**src/spp_pkg.sv**
```systemverilog
package spp_pkg;
  localparam int          SPP_PINS      = 6;
  localparam int          SPP_AW        = 3;
  localparam int          SPP_DW        = 8;
  // Register indices; the word offsets are a local choice
  localparam logic [2:0]  SPP_A_DATA    = 3'h0;
  localparam logic [2:0]  SPP_A_DIR     = 3'h1;
  localparam logic [2:0]  SPP_A_PULL    = 3'h2;
  localparam logic [2:0]  SPP_A_SLEW    = 3'h3;
  localparam logic [2:0]  SPP_A_DRIVE   = 3'h4;
  localparam logic [2:0]  SPP_A_IRQCFG  = 3'h5;
  localparam logic [5:0]  SPP_RST_ZERO  = 6'h00;
  // Slew default is a local choice; software must set it anyway
  localparam logic [5:0]  SPP_RST_SLEW  = 6'h00;
  localparam logic [7:0]  SPP_RD_NONE   = 8'h00;
  localparam logic        SPP_DRV_LOW   = 1'b0;
  localparam logic        SPP_DRV_HIGH  = 1'b1;

  typedef struct packed {
    logic [SPP_AW-1:0] addr;
    logic [SPP_DW-1:0] wdata;
    logic              wr;
    logic              rd;
  } spp_bus_req_t;

  typedef struct packed {
    logic [SPP_PINS-1:0] out_val;
    logic [SPP_PINS-1:0] out_en;
    logic [SPP_PINS-1:0] pull_up;
    logic [SPP_PINS-1:0] pull_down;
    logic [SPP_PINS-1:0] slew;
    logic [SPP_PINS-1:0] drive_hi;
  } spp_pad_ctl_t;
endpackage : spp_pkg

```
**src/spp_pad_map.sv**
```systemverilog
`timescale 1ns/100ps
module spp_pad_map
  import spp_pkg::*;
(
  // Register state
  input  wire logic [SPP_PINS-1:0] data_in,
  input  wire logic [SPP_PINS-1:0] dir_in,
  input  wire logic [SPP_PINS-1:0] pull_in,
  input  wire logic [SPP_PINS-1:0] slew_in,
  input  wire logic [SPP_PINS-1:0] drive_in,
  input  wire logic [SPP_PINS-1:0] irq_pd_in,
  // Pad controls
  output spp_pad_ctl_t             pad_out
);
  always_comb begin
    pad_out.out_en    = dir_in;
    pad_out.out_val   = data_in & dir_in;
    pad_out.pull_up   = pull_in & ~dir_in & ~irq_pd_in;
    pad_out.pull_down = pull_in & ~dir_in & irq_pd_in;
    pad_out.slew      = slew_in & dir_in;
    pad_out.drive_hi  = drive_in & dir_in;
  end
endmodule : spp_pad_map

```
**src/spp_port.sv**
```systemverilog
// Added by the designer: the register addresses and the plain strobed port.
`timescale 1ns/100ps
// Notes on behaviour
// - Direction bits read/write; zero turns driver off, data read returns pin.
// - Direction one enables driver; data read returns latched output value.
// - Pull-enable bit switches pull-up of an input pin with its IRQCFG bit clear.
// - Output pins ignore pull-enable; pull device held off.
// - Pull-down only on an input pin with pull-enable and its IRQCFG bit set.
// - Slew bit enables output slew limiting; no effect on inputs.
// - Drive bit selects low or high drive; ignored for inputs.
// - Data writes latch all bits; output pins drive the latched level.
// - Reset clears data, makes pins undriven inputs, pull-ups off.
module spp_port
  import spp_pkg::*;
(
  // Clock and reset
  input  wire logic                clk_in,
  input  wire logic                nrst_in,
  // Register bus
  input  spp_bus_req_t             bus_in,
  output logic [SPP_DW-1:0]        rdata_out,
  // Pads
  input  wire logic [SPP_PINS-1:0] pin_in,
  output logic [SPP_PINS-1:0]      pin_out,
  output logic [SPP_PINS-1:0]      pin_oe_out,
  output logic [SPP_PINS-1:0]      pull_up_out,
  output logic [SPP_PINS-1:0]      pull_down_out,
  output logic [SPP_PINS-1:0]      slew_out,
  output logic [SPP_PINS-1:0]      drive_hi_out
);
  import spp_pkg::*;

  logic [SPP_PINS-1:0] data_q, data_d;
  logic [SPP_PINS-1:0] dir_q, dir_d;
  logic [SPP_PINS-1:0] pull_q, pull_d;
  logic [SPP_PINS-1:0] slew_q, slew_d;
  logic [SPP_PINS-1:0] drive_q, drive_d;
  logic [SPP_PINS-1:0] irqpd_q, irqpd_d;
  logic [SPP_DW-1:0]   rdata_q, rdata_d;
  spp_pad_ctl_t        pad_d, pad_q;
  logic [SPP_PINS-1:0] pin_sync;

  function automatic logic [SPP_DW-1:0] zext(input logic [SPP_PINS-1:0] v);
    zext = {{(SPP_DW-SPP_PINS){1'b0}}, v};
  endfunction : zext

  // Pin bits ride in the low lanes of the data word
  if (SPP_DW < SPP_PINS) begin : g_lane_check
    $error("spp_port needs SPP_DW of at least SPP_PINS");
  end

  spp_sync #(.W(SPP_PINS)) u_sync (
    .clk_in   (clk_in),
    .nrst_in  (nrst_in),
    .async_in (pin_in),
    .sync_out (pin_sync)
  );

  // Register writes
  always_comb begin
    data_d  = data_q;
    dir_d   = dir_q;
    pull_d  = pull_q;
    slew_d  = slew_q;
    drive_d = drive_q;
    irqpd_d = irqpd_q;
    if (bus_in.wr) begin
      unique case (bus_in.addr)
        SPP_A_DATA:   data_d  = bus_in.wdata[SPP_PINS-1:0];
        SPP_A_DIR:    dir_d   = bus_in.wdata[SPP_PINS-1:0];
        SPP_A_PULL:   pull_d  = bus_in.wdata[SPP_PINS-1:0];
        SPP_A_SLEW:   slew_d  = bus_in.wdata[SPP_PINS-1:0];
        SPP_A_DRIVE:  drive_d = bus_in.wdata[SPP_PINS-1:0];
        SPP_A_IRQCFG: irqpd_d = bus_in.wdata[SPP_PINS-1:0];
        default: ;
      endcase
    end
  end

  // Read mux; pin level only for inputs
  always_comb begin
    rdata_d = SPP_RD_NONE;
    if (bus_in.rd) begin
      unique case (bus_in.addr)
        SPP_A_DATA:   rdata_d = zext((data_q & dir_q) | (pin_sync & ~dir_q));
        SPP_A_DIR:    rdata_d = zext(dir_q);
        SPP_A_PULL:   rdata_d = zext(pull_q);
        SPP_A_SLEW:   rdata_d = zext(slew_q);
        SPP_A_DRIVE:  rdata_d = zext(drive_q);
        SPP_A_IRQCFG: rdata_d = zext(irqpd_q);
        default:      rdata_d = SPP_RD_NONE;
      endcase
    end
  end

  spp_pad_map u_map (
    .data_in   (data_d),
    .dir_in    (dir_d),
    .pull_in   (pull_d),
    .slew_in   (slew_d),
    .drive_in  (drive_d),
    .irq_pd_in (irqpd_d),
    .pad_out   (pad_d)
  );

  always_ff @(posedge clk_in or negedge nrst_in) begin
    if (!nrst_in) begin
      data_q  <= SPP_RST_ZERO;
      dir_q   <= SPP_RST_ZERO;
      pull_q  <= SPP_RST_ZERO;
      slew_q  <= SPP_RST_SLEW;
      drive_q <= SPP_RST_ZERO;
      irqpd_q <= SPP_RST_ZERO;
      rdata_q <= SPP_RD_NONE;
      pad_q   <= '0;
    end else begin
      data_q  <= data_d;
      dir_q   <= dir_d;
      pull_q  <= pull_d;
      slew_q  <= slew_d;
      drive_q <= drive_d;
      irqpd_q <= irqpd_d;
      rdata_q <= rdata_d;
      pad_q   <= pad_d;
    end
  end

  assign rdata_out     = rdata_q;
  assign pin_out       = pad_q.out_val;
  assign pin_oe_out    = pad_q.out_en;
  assign pull_up_out   = pad_q.pull_up;
  assign pull_down_out = pad_q.pull_down;
  assign slew_out      = pad_q.slew;
  assign drive_hi_out  = pad_q.drive_hi;

  a_oe_follows_dir: assert property (@(posedge clk_in) disable iff (!nrst_in)
    pin_oe_out == dir_q) else $error("output enable differs from direction");
  a_out_pull_off: assert property (@(posedge clk_in) disable iff (!nrst_in)
    (pin_oe_out & (pull_up_out | pull_down_out)) == '0) else $error("pull on while driving");
  a_pullup_input: assert property (@(posedge clk_in) disable iff (!nrst_in)
    pull_up_out == (pull_q & ~dir_q & ~irqpd_q)) else $error("pull-up wrong");
  a_pulldown_irq: assert property (@(posedge clk_in) disable iff (!nrst_in)
    (pull_down_out & ~irqpd_q) == '0) else $error("pull-down without interrupt select");
  a_slew_output: assert property (@(posedge clk_in) disable iff (!nrst_in)
    slew_out == (slew_q & dir_q)) else $error("slew control wrong");
  a_drive_output: assert property (@(posedge clk_in) disable iff (!nrst_in)
    drive_hi_out == (drive_q & dir_q)) else $error("drive select wrong");
  a_data_write: assert property (@(posedge clk_in) disable iff (!nrst_in)
    bus_in.wr && bus_in.addr == SPP_A_DATA |=> data_q == $past(bus_in.wdata[SPP_PINS-1:0]))
    else $error("data write not latched");
  a_read_output: assert property (@(posedge clk_in) disable iff (!nrst_in)
    bus_in.rd && bus_in.addr == SPP_A_DATA && !bus_in.wr |=>
      ((rdata_out[SPP_PINS-1:0] ^ $past(data_q)) & $past(dir_q)) == '0)
    else $error("output bit read not from latch");
  a_drive_low: assert property (@(posedge clk_in) disable iff (!nrst_in)
    ((drive_q == '0) |-> (drive_hi_out == '0))) else $error("high drive with bits zero");
  // No disable here: the pads must already be quiet while reset is held
  a_reset_quiet: assert property (@(posedge clk_in)
    !nrst_in |-> (pin_oe_out | pin_out | pull_up_out | pull_down_out | slew_out | drive_hi_out) == '0)
    else $error("pad control active in reset");
  a_read_input: assert property (@(posedge clk_in) disable iff (!nrst_in)
    bus_in.rd && bus_in.addr == SPP_A_DATA && !bus_in.wr |=>
      ((rdata_out[SPP_PINS-1:0] ^ $past(pin_sync)) & ~$past(dir_q)) == '0)
    else $error("input bit read not from pin");
  a_dir_write: assert property (@(posedge clk_in) disable iff (!nrst_in)
    bus_in.wr && bus_in.addr == SPP_A_DIR |=> pin_oe_out == $past(bus_in.wdata[SPP_PINS-1:0]))
    else $error("direction write not applied");
  a_pad_value: assert property (@(posedge clk_in) disable iff (!nrst_in)
    pin_out == (data_q & dir_q)) else $error("pin output differs from latch");
  // Read data stands for one cycle only, so a late sampler sees zero
  a_read_idle: assert property (@(posedge clk_in) disable iff (!nrst_in)
    !bus_in.rd |=> rdata_out == SPP_RD_NONE) else $error("read data outside read slot");
  a_read_upper: assert property (@(posedge clk_in) disable iff (!nrst_in)
    rdata_out[SPP_DW-1:SPP_PINS] == '0) else $error("unused read bits set");
  // Indices past the last register must not alias onto a real one
  a_unmapped_write: assert property (@(posedge clk_in) disable iff (!nrst_in)
    bus_in.wr && bus_in.addr > SPP_A_IRQCFG |=> $stable({data_q, dir_q, pull_q, slew_q, drive_q, irqpd_q}))
    else $error("write to unused index changed a register");
endmodule : spp_port

```
**src/spp_sync.sv**
```systemverilog
`timescale 1ns/100ps
module spp_sync #(
  parameter int W = 6
) (
  // Clock and reset
  input  wire logic         clk_in,
  input  wire logic         nrst_in,
  // Data
  input  wire logic [W-1:0] async_in,
  output logic      [W-1:0] sync_out
);
  logic [W-1:0] meta_q;
  logic [W-1:0] sync_q;

  // A zero-width stage cannot carry a pin
  if (W < 1) begin : g_w_check
    $error("spp_sync needs W of at least 1");
  end

  always_ff @(posedge clk_in or negedge nrst_in) begin
    if (!nrst_in) begin
      meta_q <= '0;
      sync_q <= '0;
    end else begin
      meta_q <= async_in;
      sync_q <= meta_q;
    end
  end

  assign sync_out = sync_q;
endmodule : spp_sync

```
**config.mk**
```make
export PLATFORM = sky130hd
export DESIGN_NAME = spp_port
export DESIGN_NICKNAME = d
export VERILOG_FILES = /design/src/spp_pkg.sv /design/src/spp_pad_map.sv /design/src/spp_port.sv /design/src/spp_sync.sv
export SDC_FILE = /design/constraint.sdc
export NUM_CORES = 1
export LEC_CHECK = 0
export ABC_CLOCK_PERIOD_IN_PS = 1050
export BUFFER_PORTS_ARGS = -buffer_cell sky130_fd_sc_hd__buf_2
export CAP_MARGIN = 20
export CORE_MARGIN = 4
export CORE_UTILIZATION = 49
export CTS_CLUSTER_SIZE = 20
export DETAILED_ROUTE_END_ITERATION = 16
export PLACE_DENSITY = 0.79
export SLEW_MARGIN = 20
export SYNTH_ARGS = -nofsm -noshare
export SYNTH_HDL_FRONTEND = slang
export SYNTH_SLANG_ARGS = --single-unit
```
**constraint.sdc**
```tcl
create_clock -name clk_in -period 1.05 [get_ports clk_in]
set_input_delay 0.105 -clock clk_in [delete_from_list [all_inputs] [get_ports clk_in]]
set_output_delay 0.105 -clock clk_in [all_outputs]
set_load 0.02 [all_outputs]
```
Yosys cells after proc, flatten, opt, wreduce, memory -nomap -nowiden
Cells that the tools add are included.

cells by class
  equality and inequality tests = 5
  mux-type cells = 14
  bitwise operators = 12
  reductions and logical operators = 1

operators with widths
  kind                                           number
  two-way mux 6 bit                              13
  bitwise AND 6 bit                              8
  case mux 6 bit (6 select lines)                1
  NOT 6 bit                                      3
  == test 3 x 2 -> 1 bit, second input constant  2
  == test 3 bit, second input constant           2
  bitwise OR 6 bit                               1
  == test 3 x 1 -> 1 bit, second input constant  1
  zero test 3 bit                                1

storage, ports and cells
  register bits = 86
  input port bits = 21
  output and inout port bits = 44

Longest topological paths before layout
Gate-level depths: netlist (run 1).

  word-level depth = 6
  gate-level depth with buffers = 6

Modules after synthesis
From an unflattened synthesis (run 1), not the netlist that was laid out.

second synthesis, totals
  cells, all modules = 233
  area total of the unflattened synthesis = 3499.6 um^2

by module, submodules not included
  module       times used  cells an instance  area an instance (um^2)  sequential area each (um^2)
  spp_port     1           185                2921.6                   1951.9
  spp_sync     1           12                 300.3                    300.3
  spp_pad_map  1           36                 277.8                    0.0

Least setup slack after synthesis (run 1)
Ideal clock, no wire load.

  path kind = input to register
  start point = input bus_in[10] in the netlist's numbering
  end point = register pad_q (netlist bit pin_out[4])
  library setup time = 119 ps
  data arrival time = 1176 ps
  data required time = 931 ps
  path slack = -245 ps
  stages = 4
  buffers on the path = 1
  path through = buf_2 > nor4b_4 > mux2_2 > and2_1

RTL lines
  element               line             text
  from (decl)           spp_port.sv:20   input spp_bus_req_t bus_in,
  to (signal assigned)  spp_port.sv:124  pad_q <= pad_d;
  to (decl)             spp_port.sv:40   spp_pad_ctl_t pad_d, pad_q;

==> results of run 1 <==
how the worst max path moves through the flow:
stage | from | endpoint | slack [ps] | cells after the start
floorplan | bus_in[12] | pin_out[4] | -200 | 4
global placement | bus_in[12] | pull_up_out[1] | -390 | 6
detailed placement | bus_in[11] | pull_down_out[2] | -440 | 6
CTS | pin_oe_out[3] | pin_oe_out[3] | -100 | 2
global route | pin_oe_out[2] | rdata_out[2] | -140 | 3
finish | pin_oe_out[2] | rdata_out[2] | -110 | 3
repair_timing:
| item | in CTS | in global routing |
|---|---|---|
| pin swaps | 15 | 16 |
| hold endpoints to repair | 90 | 0 |
| setup endpoints to repair | 27 | 39 |
| gates resized for setup | 37 | 40 |
| setup buffers | 1 | 5 |
| hold buffers | 7 | 0 |
critical path, cell delays in order (launching register included):
cell and delay [ps]:
dfrtp_2 450, nand3b_1 110, a21oi_1 60, o41a_1 410
cell usage in the layout, fill, tap and decap left out, drive strengths merged, types with 2 or more instances in the layout:
| master | instances |
|---|---|
| and2 | 18 |
| and4bb | 2 |
| nand4b | 4 |
| a211oi | 3 |
| mux2i | 14 |
| o22ai | 3 |
| and3 | 3 |
| dlygate4sd3 | 7 |
| nand3b | 4 |
| buf | 111 |
| o21ai | 2 |
| nand2b | 2 |
| dfrtp | 84 |
| nor2 | 22 |
| clkbuf | 14 |
| nand2 | 20 |
| o41a | 2 |
| clkinv | 2 |
| nor4 | 12 |
| mux2 | 30 |
| a21oi | 11 |
| conb | 2 |
| o21a | 3 |
synthesized netlist by cell type (all sizes together), types with 4 or more instances:
library cell   n  area share
dfrtp         84        0.61
mux2          30        0.10
nor2          22       0.024
nand2         20       0.022
and2          18       0.033
buf           14       0.026
mux2i         14       0.041
nor4          12       0.029
a21oi         11       0.016
nand3b         4      0.0087
nand4b         4       0.014
per-layer routing:
| layer | track usage | vias to the layer above | wire length (um) |
|---|---|---|---|
| met2 | 0.332 | 90 | 4270 |
| met4 | 0.104 | 0 | 296 |
| met3 | 0.0451 | 25 | 432 |
| met5 | 0 | - | 0 |
| li1 | - | 1147 | - |
| met1 | 0.267 | 1274 | 3550 |
layout make-up:
cell class | count | area share
Sequential cell | 84 | 0.438
Clock buffer | 14 | 0.0338
Timing Repair Buffer | 118 | 0.191
Inverter | 1 | 0.000779
Tap cell | 96 | 0.0249
Multi-Input combinational cell | 164 | 0.310
Clock inverter | 2 | 0.00208
through the flow:
step	worst slack, ps	instances
3_5_place_dp	-436	450
3_3_place_gp	-386	450
5_1_grt	-135	479
2_1_floorplan	-200	266
6_report	-110	479
4_1_cts	-99.7	474
power groups by stage:
| stage | combinational [mW] | sequential, mW | clock, mW |
|---|---|---|---|
| global placement | 1.93 | 4.12 | 0 |
| CTS | 2.23 | 4.09 | 2.10 |
| finish | 2.49 | 4.10 | 2.04 |
| detailed placement | 1.97 | 4.13 | 0 |
| global route | 2.66 | 4.16 | 2.25 |
| floorplan | 0.869 | 4.42 | 0 |
kinds of logic (layout without fill, tap and decap cells):
family | Yosys count | after routing | synth area share
other | 1 | 2 | 0.00109
buffers and inverters | 18 | 135 | 0.0308
DFF | 84 | 84 | 0.610
AOI/OAI and AO/OA | 26 | 26 | 0.0490
muxes | 44 | 44 | 0.145
and+or+nand+nor | 92 | 92 | 0.164
flip-flops by register name, summed over array words and instances, names as in the netlist:
register and cells:
data_q 6, drive_hi_out 6, drive_q 6, irqpd_q 6
pin_oe_out 6, pin_out 6, pull_down_out 6, pull_q 6
pull_up_out 6, rdata_out 6, slew_out 6, slew_q 6
u_sync.meta_q 6, u_sync.sync_out 6
==> impl_metrics.yaml, run 1 <==
run_status:
  status: "complete, but fails checks"
  violations: "setup timing"
synthesis:
  synth_edf_count: 0
  syn_area_per_cell_um2: 13.0
  synthArstFlopShare: 1.00
  yosys_most_used_dff: "dfrtp_1"
  syn_inst: 265
  synth_seq_cells: 84
  netlist_area_um2: 3450
  yosysUniqueCellTypes: 36
  ys_warn_count: 0
  yosysSeqAreaShare: 0.610
drt:
  drcViolationCount: 0
  drt-pass1-iter-count: 4
  wl_per_cell_um: 17.8
  num_vias: 2536
  ant_nets: 0
  drt_iter0_drc: 137
  drt_wl_total_um: 8550
  vias_per_cell: 5.29
timing:
  setup_viol: 23
  drv_slew: 0
  fin_worst_hold_slack_ps: 48.6
  fin_crit_ps: 1160
  setup-tns-final_ps: -949
  finalWorstSetupSlack_ps: -110
  max_freq_mhz: 862
  period_share: 1.10
  rsz0062_at_grt: "true"
  report.final.hold_viol_count: 0
  clock_skew_ps: 7.68
min_path:
  hold_depth: 3
  min_from: "bus_in[2]"
  holdPathEnd: "pull_q[0]"
  hold_path.class: "input port to flip-flop"
placement:
  gp_congestion: 0.873
  dpl.hpwl_um: 5570
  port_buffers: 60
  placed_cell_area_um2: 4220
layout:
  layout.nets: 399
  diodes: 0
  nFillCells: 466
  drive_gt1_frac: 0.522
  syn2layout_area_growth_pct: 39.7
  final_area_um2: 4820
  seqCellArea_um2: 2110
  multiInputGateArea_um2: 1490
  final_util: 0.705
global_route:
  grt_pass1_vias: 2645
  antenna_found_initial: 0
  overflow: 0
  grt_max_degree: 32
  grt_usage: 0.207
  grt_pass1_wl_um: 13500
setup_path:
  crit_path_end_kind: "flip-flop"
  crit_type: "flip-flop to flip-flop"
  r2r_start: "pin_oe_out[2]"
  startpoint_type: "flip-flop"
  critPathMaxFanout: 4
  reg2reg_to: "rdata_out[2]"
  reg2reg_depth: 3
  worst_ep_required_time_ps: 1270
  arrival_ps: 1380
  r2r_slack_ps: -110
power:
  p_leak_nw: 2.35
  comb_power_share: 0.288
  power_density_nw_per_um2: 1790
  p_clk_frac: 0.237
  finalPower_mw: 8.62
  ir_drop_uv: 1380
  p_sw_frac: 0.307
  pwr-share-seq: 0.475
  internal-power_mw: 5.98
  p_sw_mw: 2.65
clock_tree:
  cts_root_buffer: "clkbuf_8"
  clkTransAtPathRegs_ps: 80
  clock_path_buffers: 2
  numCtsBuffers: 9
  cts_sinks: 84
  cts_tree: "built"
  clk_latency_ps: 350
  htree_levels: 3
floorplan:
  initial_core_util: 0.505
  fp.coreArea_um2: 6830
  rows: 30
  die_area_um2: 8440
  dieHeight_um: 91.9
  boundaryPins: 65
  fp.dieW_um: 91.9
flow_run:
  drv_cap: 0
No activity file was read; power rests on OpenSTA's default activity.
==> run 2: changes to the inputs <==
--- a/config.mk
+++ b/config.mk
@@ -12,7 +12,7 @@
 export CORE_UTILIZATION = 49
 export CTS_CLUSTER_SIZE = 20
 export DETAILED_ROUTE_END_ITERATION = 16
-export PLACE_DENSITY = 0.79
+export PLACE_DENSITY_LB_ADDON = 0.05
 export SLEW_MARGIN = 20
 export SYNTH_ARGS = -nofsm -noshare
 export SYNTH_HDL_FRONTEND = slang
==> impl_metrics.yaml, run 2 (same netlist as run 1, synthesis figures left out) <==
run_status:
  status: "complete, but fails checks"
  violations: "setup timing"
setup_path:
  crit_path_end_kind: "flip-flop"
  cp.depth: 4
  cpPeakStageDelay_ps: 430
  startpoint_type: "flip-flop"
  worst_ep_required_time_ps: 1290
  critPathMaxFanout: 3
  reg2reg_depth: 4
  crit_type: "flip-flop to flip-flop"
  cpMaxStageDelayCell: "dfrtp_2"
  arrival_ps: 1420
  critPathBufInv: 1
  crit_chain: "buf_6 -> mux2i_2 -> o22ai_1 -> o21a_1"
  critical_path.top_delay_family: "flip-flops"
floorplan:
  fp.dieW_um: 91.9
  fp.coreArea_um2: 6830
  rows: 30
  dieHeight_um: 91.9
  initial_core_util: 0.505
  boundaryPins: 65
  die_area_um2: 8440
power:
  internal-power_mw: 6.16
  comb_power_share: 0.275
  power_density_nw_per_um2: 1860
  ir_drop_uv: 1020
  p_sw_frac: 0.304
  p_sw_mw: 2.69
  p_clk_frac: 0.264
  p_leak_nw: 2.31
  pwr-share-seq: 0.462
placement:
  port_buffers: 60
  dpl.hpwl_um: 5410
  post-place-ws_ps: -416
  gp_congestion: 0.831
drt:
  drt_iter0_drc: 64
  drt-pass1-iter-count: 4
  drcViolationCount: 0
  num_vias: 2452
  vias_per_cell: 5.18
  ant_nets: 0
  wl_per_cell_um: 16.7
  drt_wl_total_um: 7920
clock_tree:
  cts_tree: "built"
  cts_sinks: 84
  clk_latency_ps: 360
  htree_levels: 3
  clock_path_buffers: 2
  numCtsBuffers: 9
  clkTransAtPathRegs_ps: 90
  cts_root_buffer: "clkbuf_8"
timing:
  max_freq_mhz: 850
  period_share: 1.12
  fin_worst_hold_slack_ps: 26.4
  report.final.hold_viol_count: 0
  drv_slew: 0
  setup-tns-final_ps: -809
  finalWorstSetupSlack_ps: -127
  rsz0062_at_grt: "true"
  setup_viol: 16
  clock_skew_ps: 10.7
  fin_crit_ps: 1180
global_route:
  grt_max_degree: 41
  grt_pass1_vias: 2477
  met1_usage: 0.253
  grtUsageMet3: 0.0402
  grt_usage: 0.196
  overflow: 0
  grt_pass1_wl_um: 12700
  use_met2: 0.317
  antenna_found_initial: 0
  grt.busiest_layer: "met2"
flow_run:
  drv_cap: 0
layout:
  layout.nets: 393
  final_common_cell: "dfrtp_1"
  diodes: 0
  syn2layout_area_growth_pct: 37.9
  final_cell_mix: "dfrtp_1, buf_2, buf_4"
  drive_gt1_frac: 0.509
min_path:
  hold_path.class: "input port to flip-flop"
  hold_depth: 3
run 2: cell count changes in the layout (fill, tap and decap cells not counted), moves of 3 or more:
cell	change
mux2i_1	-3
buf_12	-3
a21oi_2	-4
buf_4	-3
a21oi_1	+4
mux2i_2	+3
run 2: area by class of cell:
cell class                 instances  area (um2)
inverter                           1        3.75
sequential                        84        2110
multi-input combinational        164        1480
tap                               96         120
clock buffer                      12         145
clock inverter                     4        56.3
timing repair buffer             112         841
fill                             507        2080
run 2: timing repair:
item	4_1_cts	5_1_grt
hold endpoints to repair	90	0
pin swaps	12	9
buffers inserted	0	2
hold buffers	7	0
endpoints found under the setup margin	28	38
gates resized for setup	39	30
run 2: path summary, 6_finish.rpt:
path | startpoint | end | slack [ps]
hold / removal | bus_in[2] | pull_q[0] | 30
hold reg to reg | u_sync.meta_q[4] | u_sync.sync_out[4] | 350
setup / recovery | pin_oe_out[5] | rdata_out[5] | -130
setup reg to reg | pin_oe_out[5] | rdata_out[5] | -130
min in group asynchronous | nrst_in | pull_down_out[1] | 150
max in group asynchronous | nrst_in | pin_oe_out[3] | 410
run 2: metal layers:
layer,vias up,share of wire
met1,1225,0.44
met2,71,0.49
met5,-,0
li1,1139,-
met3,17,0.045
met4,0,0.024
run 2: per-stage QoR:
step | area [um2] | power [mW] | std cells | util
3_3_place_gp | 4180 | 6.05 | 448 | 0.612
4_1_cts | 4630 | 8.71 | 471 | 0.677
6_report | 4750 | 8.85 | 473 | 0.696
3_5_place_dp | 4180 | 6.08 | 448 | 0.612
5_1_grt | 4750 | 9.29 | 473 | 0.696
2_1_floorplan | 3520 | 5.29 | 266 | -
run 2: worst min-delay path: cells and delay by family:
family,cells,cell delay (ps)
buffers and inverters,1,140
and+or+nand+nor,2,100
run 2: power by group through the flow:
stage | combinational [mW] | clock (mW) | sequential (mW)
6_report | 2.43 | 2.34 | 4.09
5_1_grt | 2.61 | 2.53 | 4.15
4_1_cts | 2.25 | 2.39 | 4.07
3_5_place_dp | 1.96 | 0 | 4.12
3_3_place_gp | 1.93 | 0 | 4.12
2_1_floorplan | 0.869 | 0 | 4.42
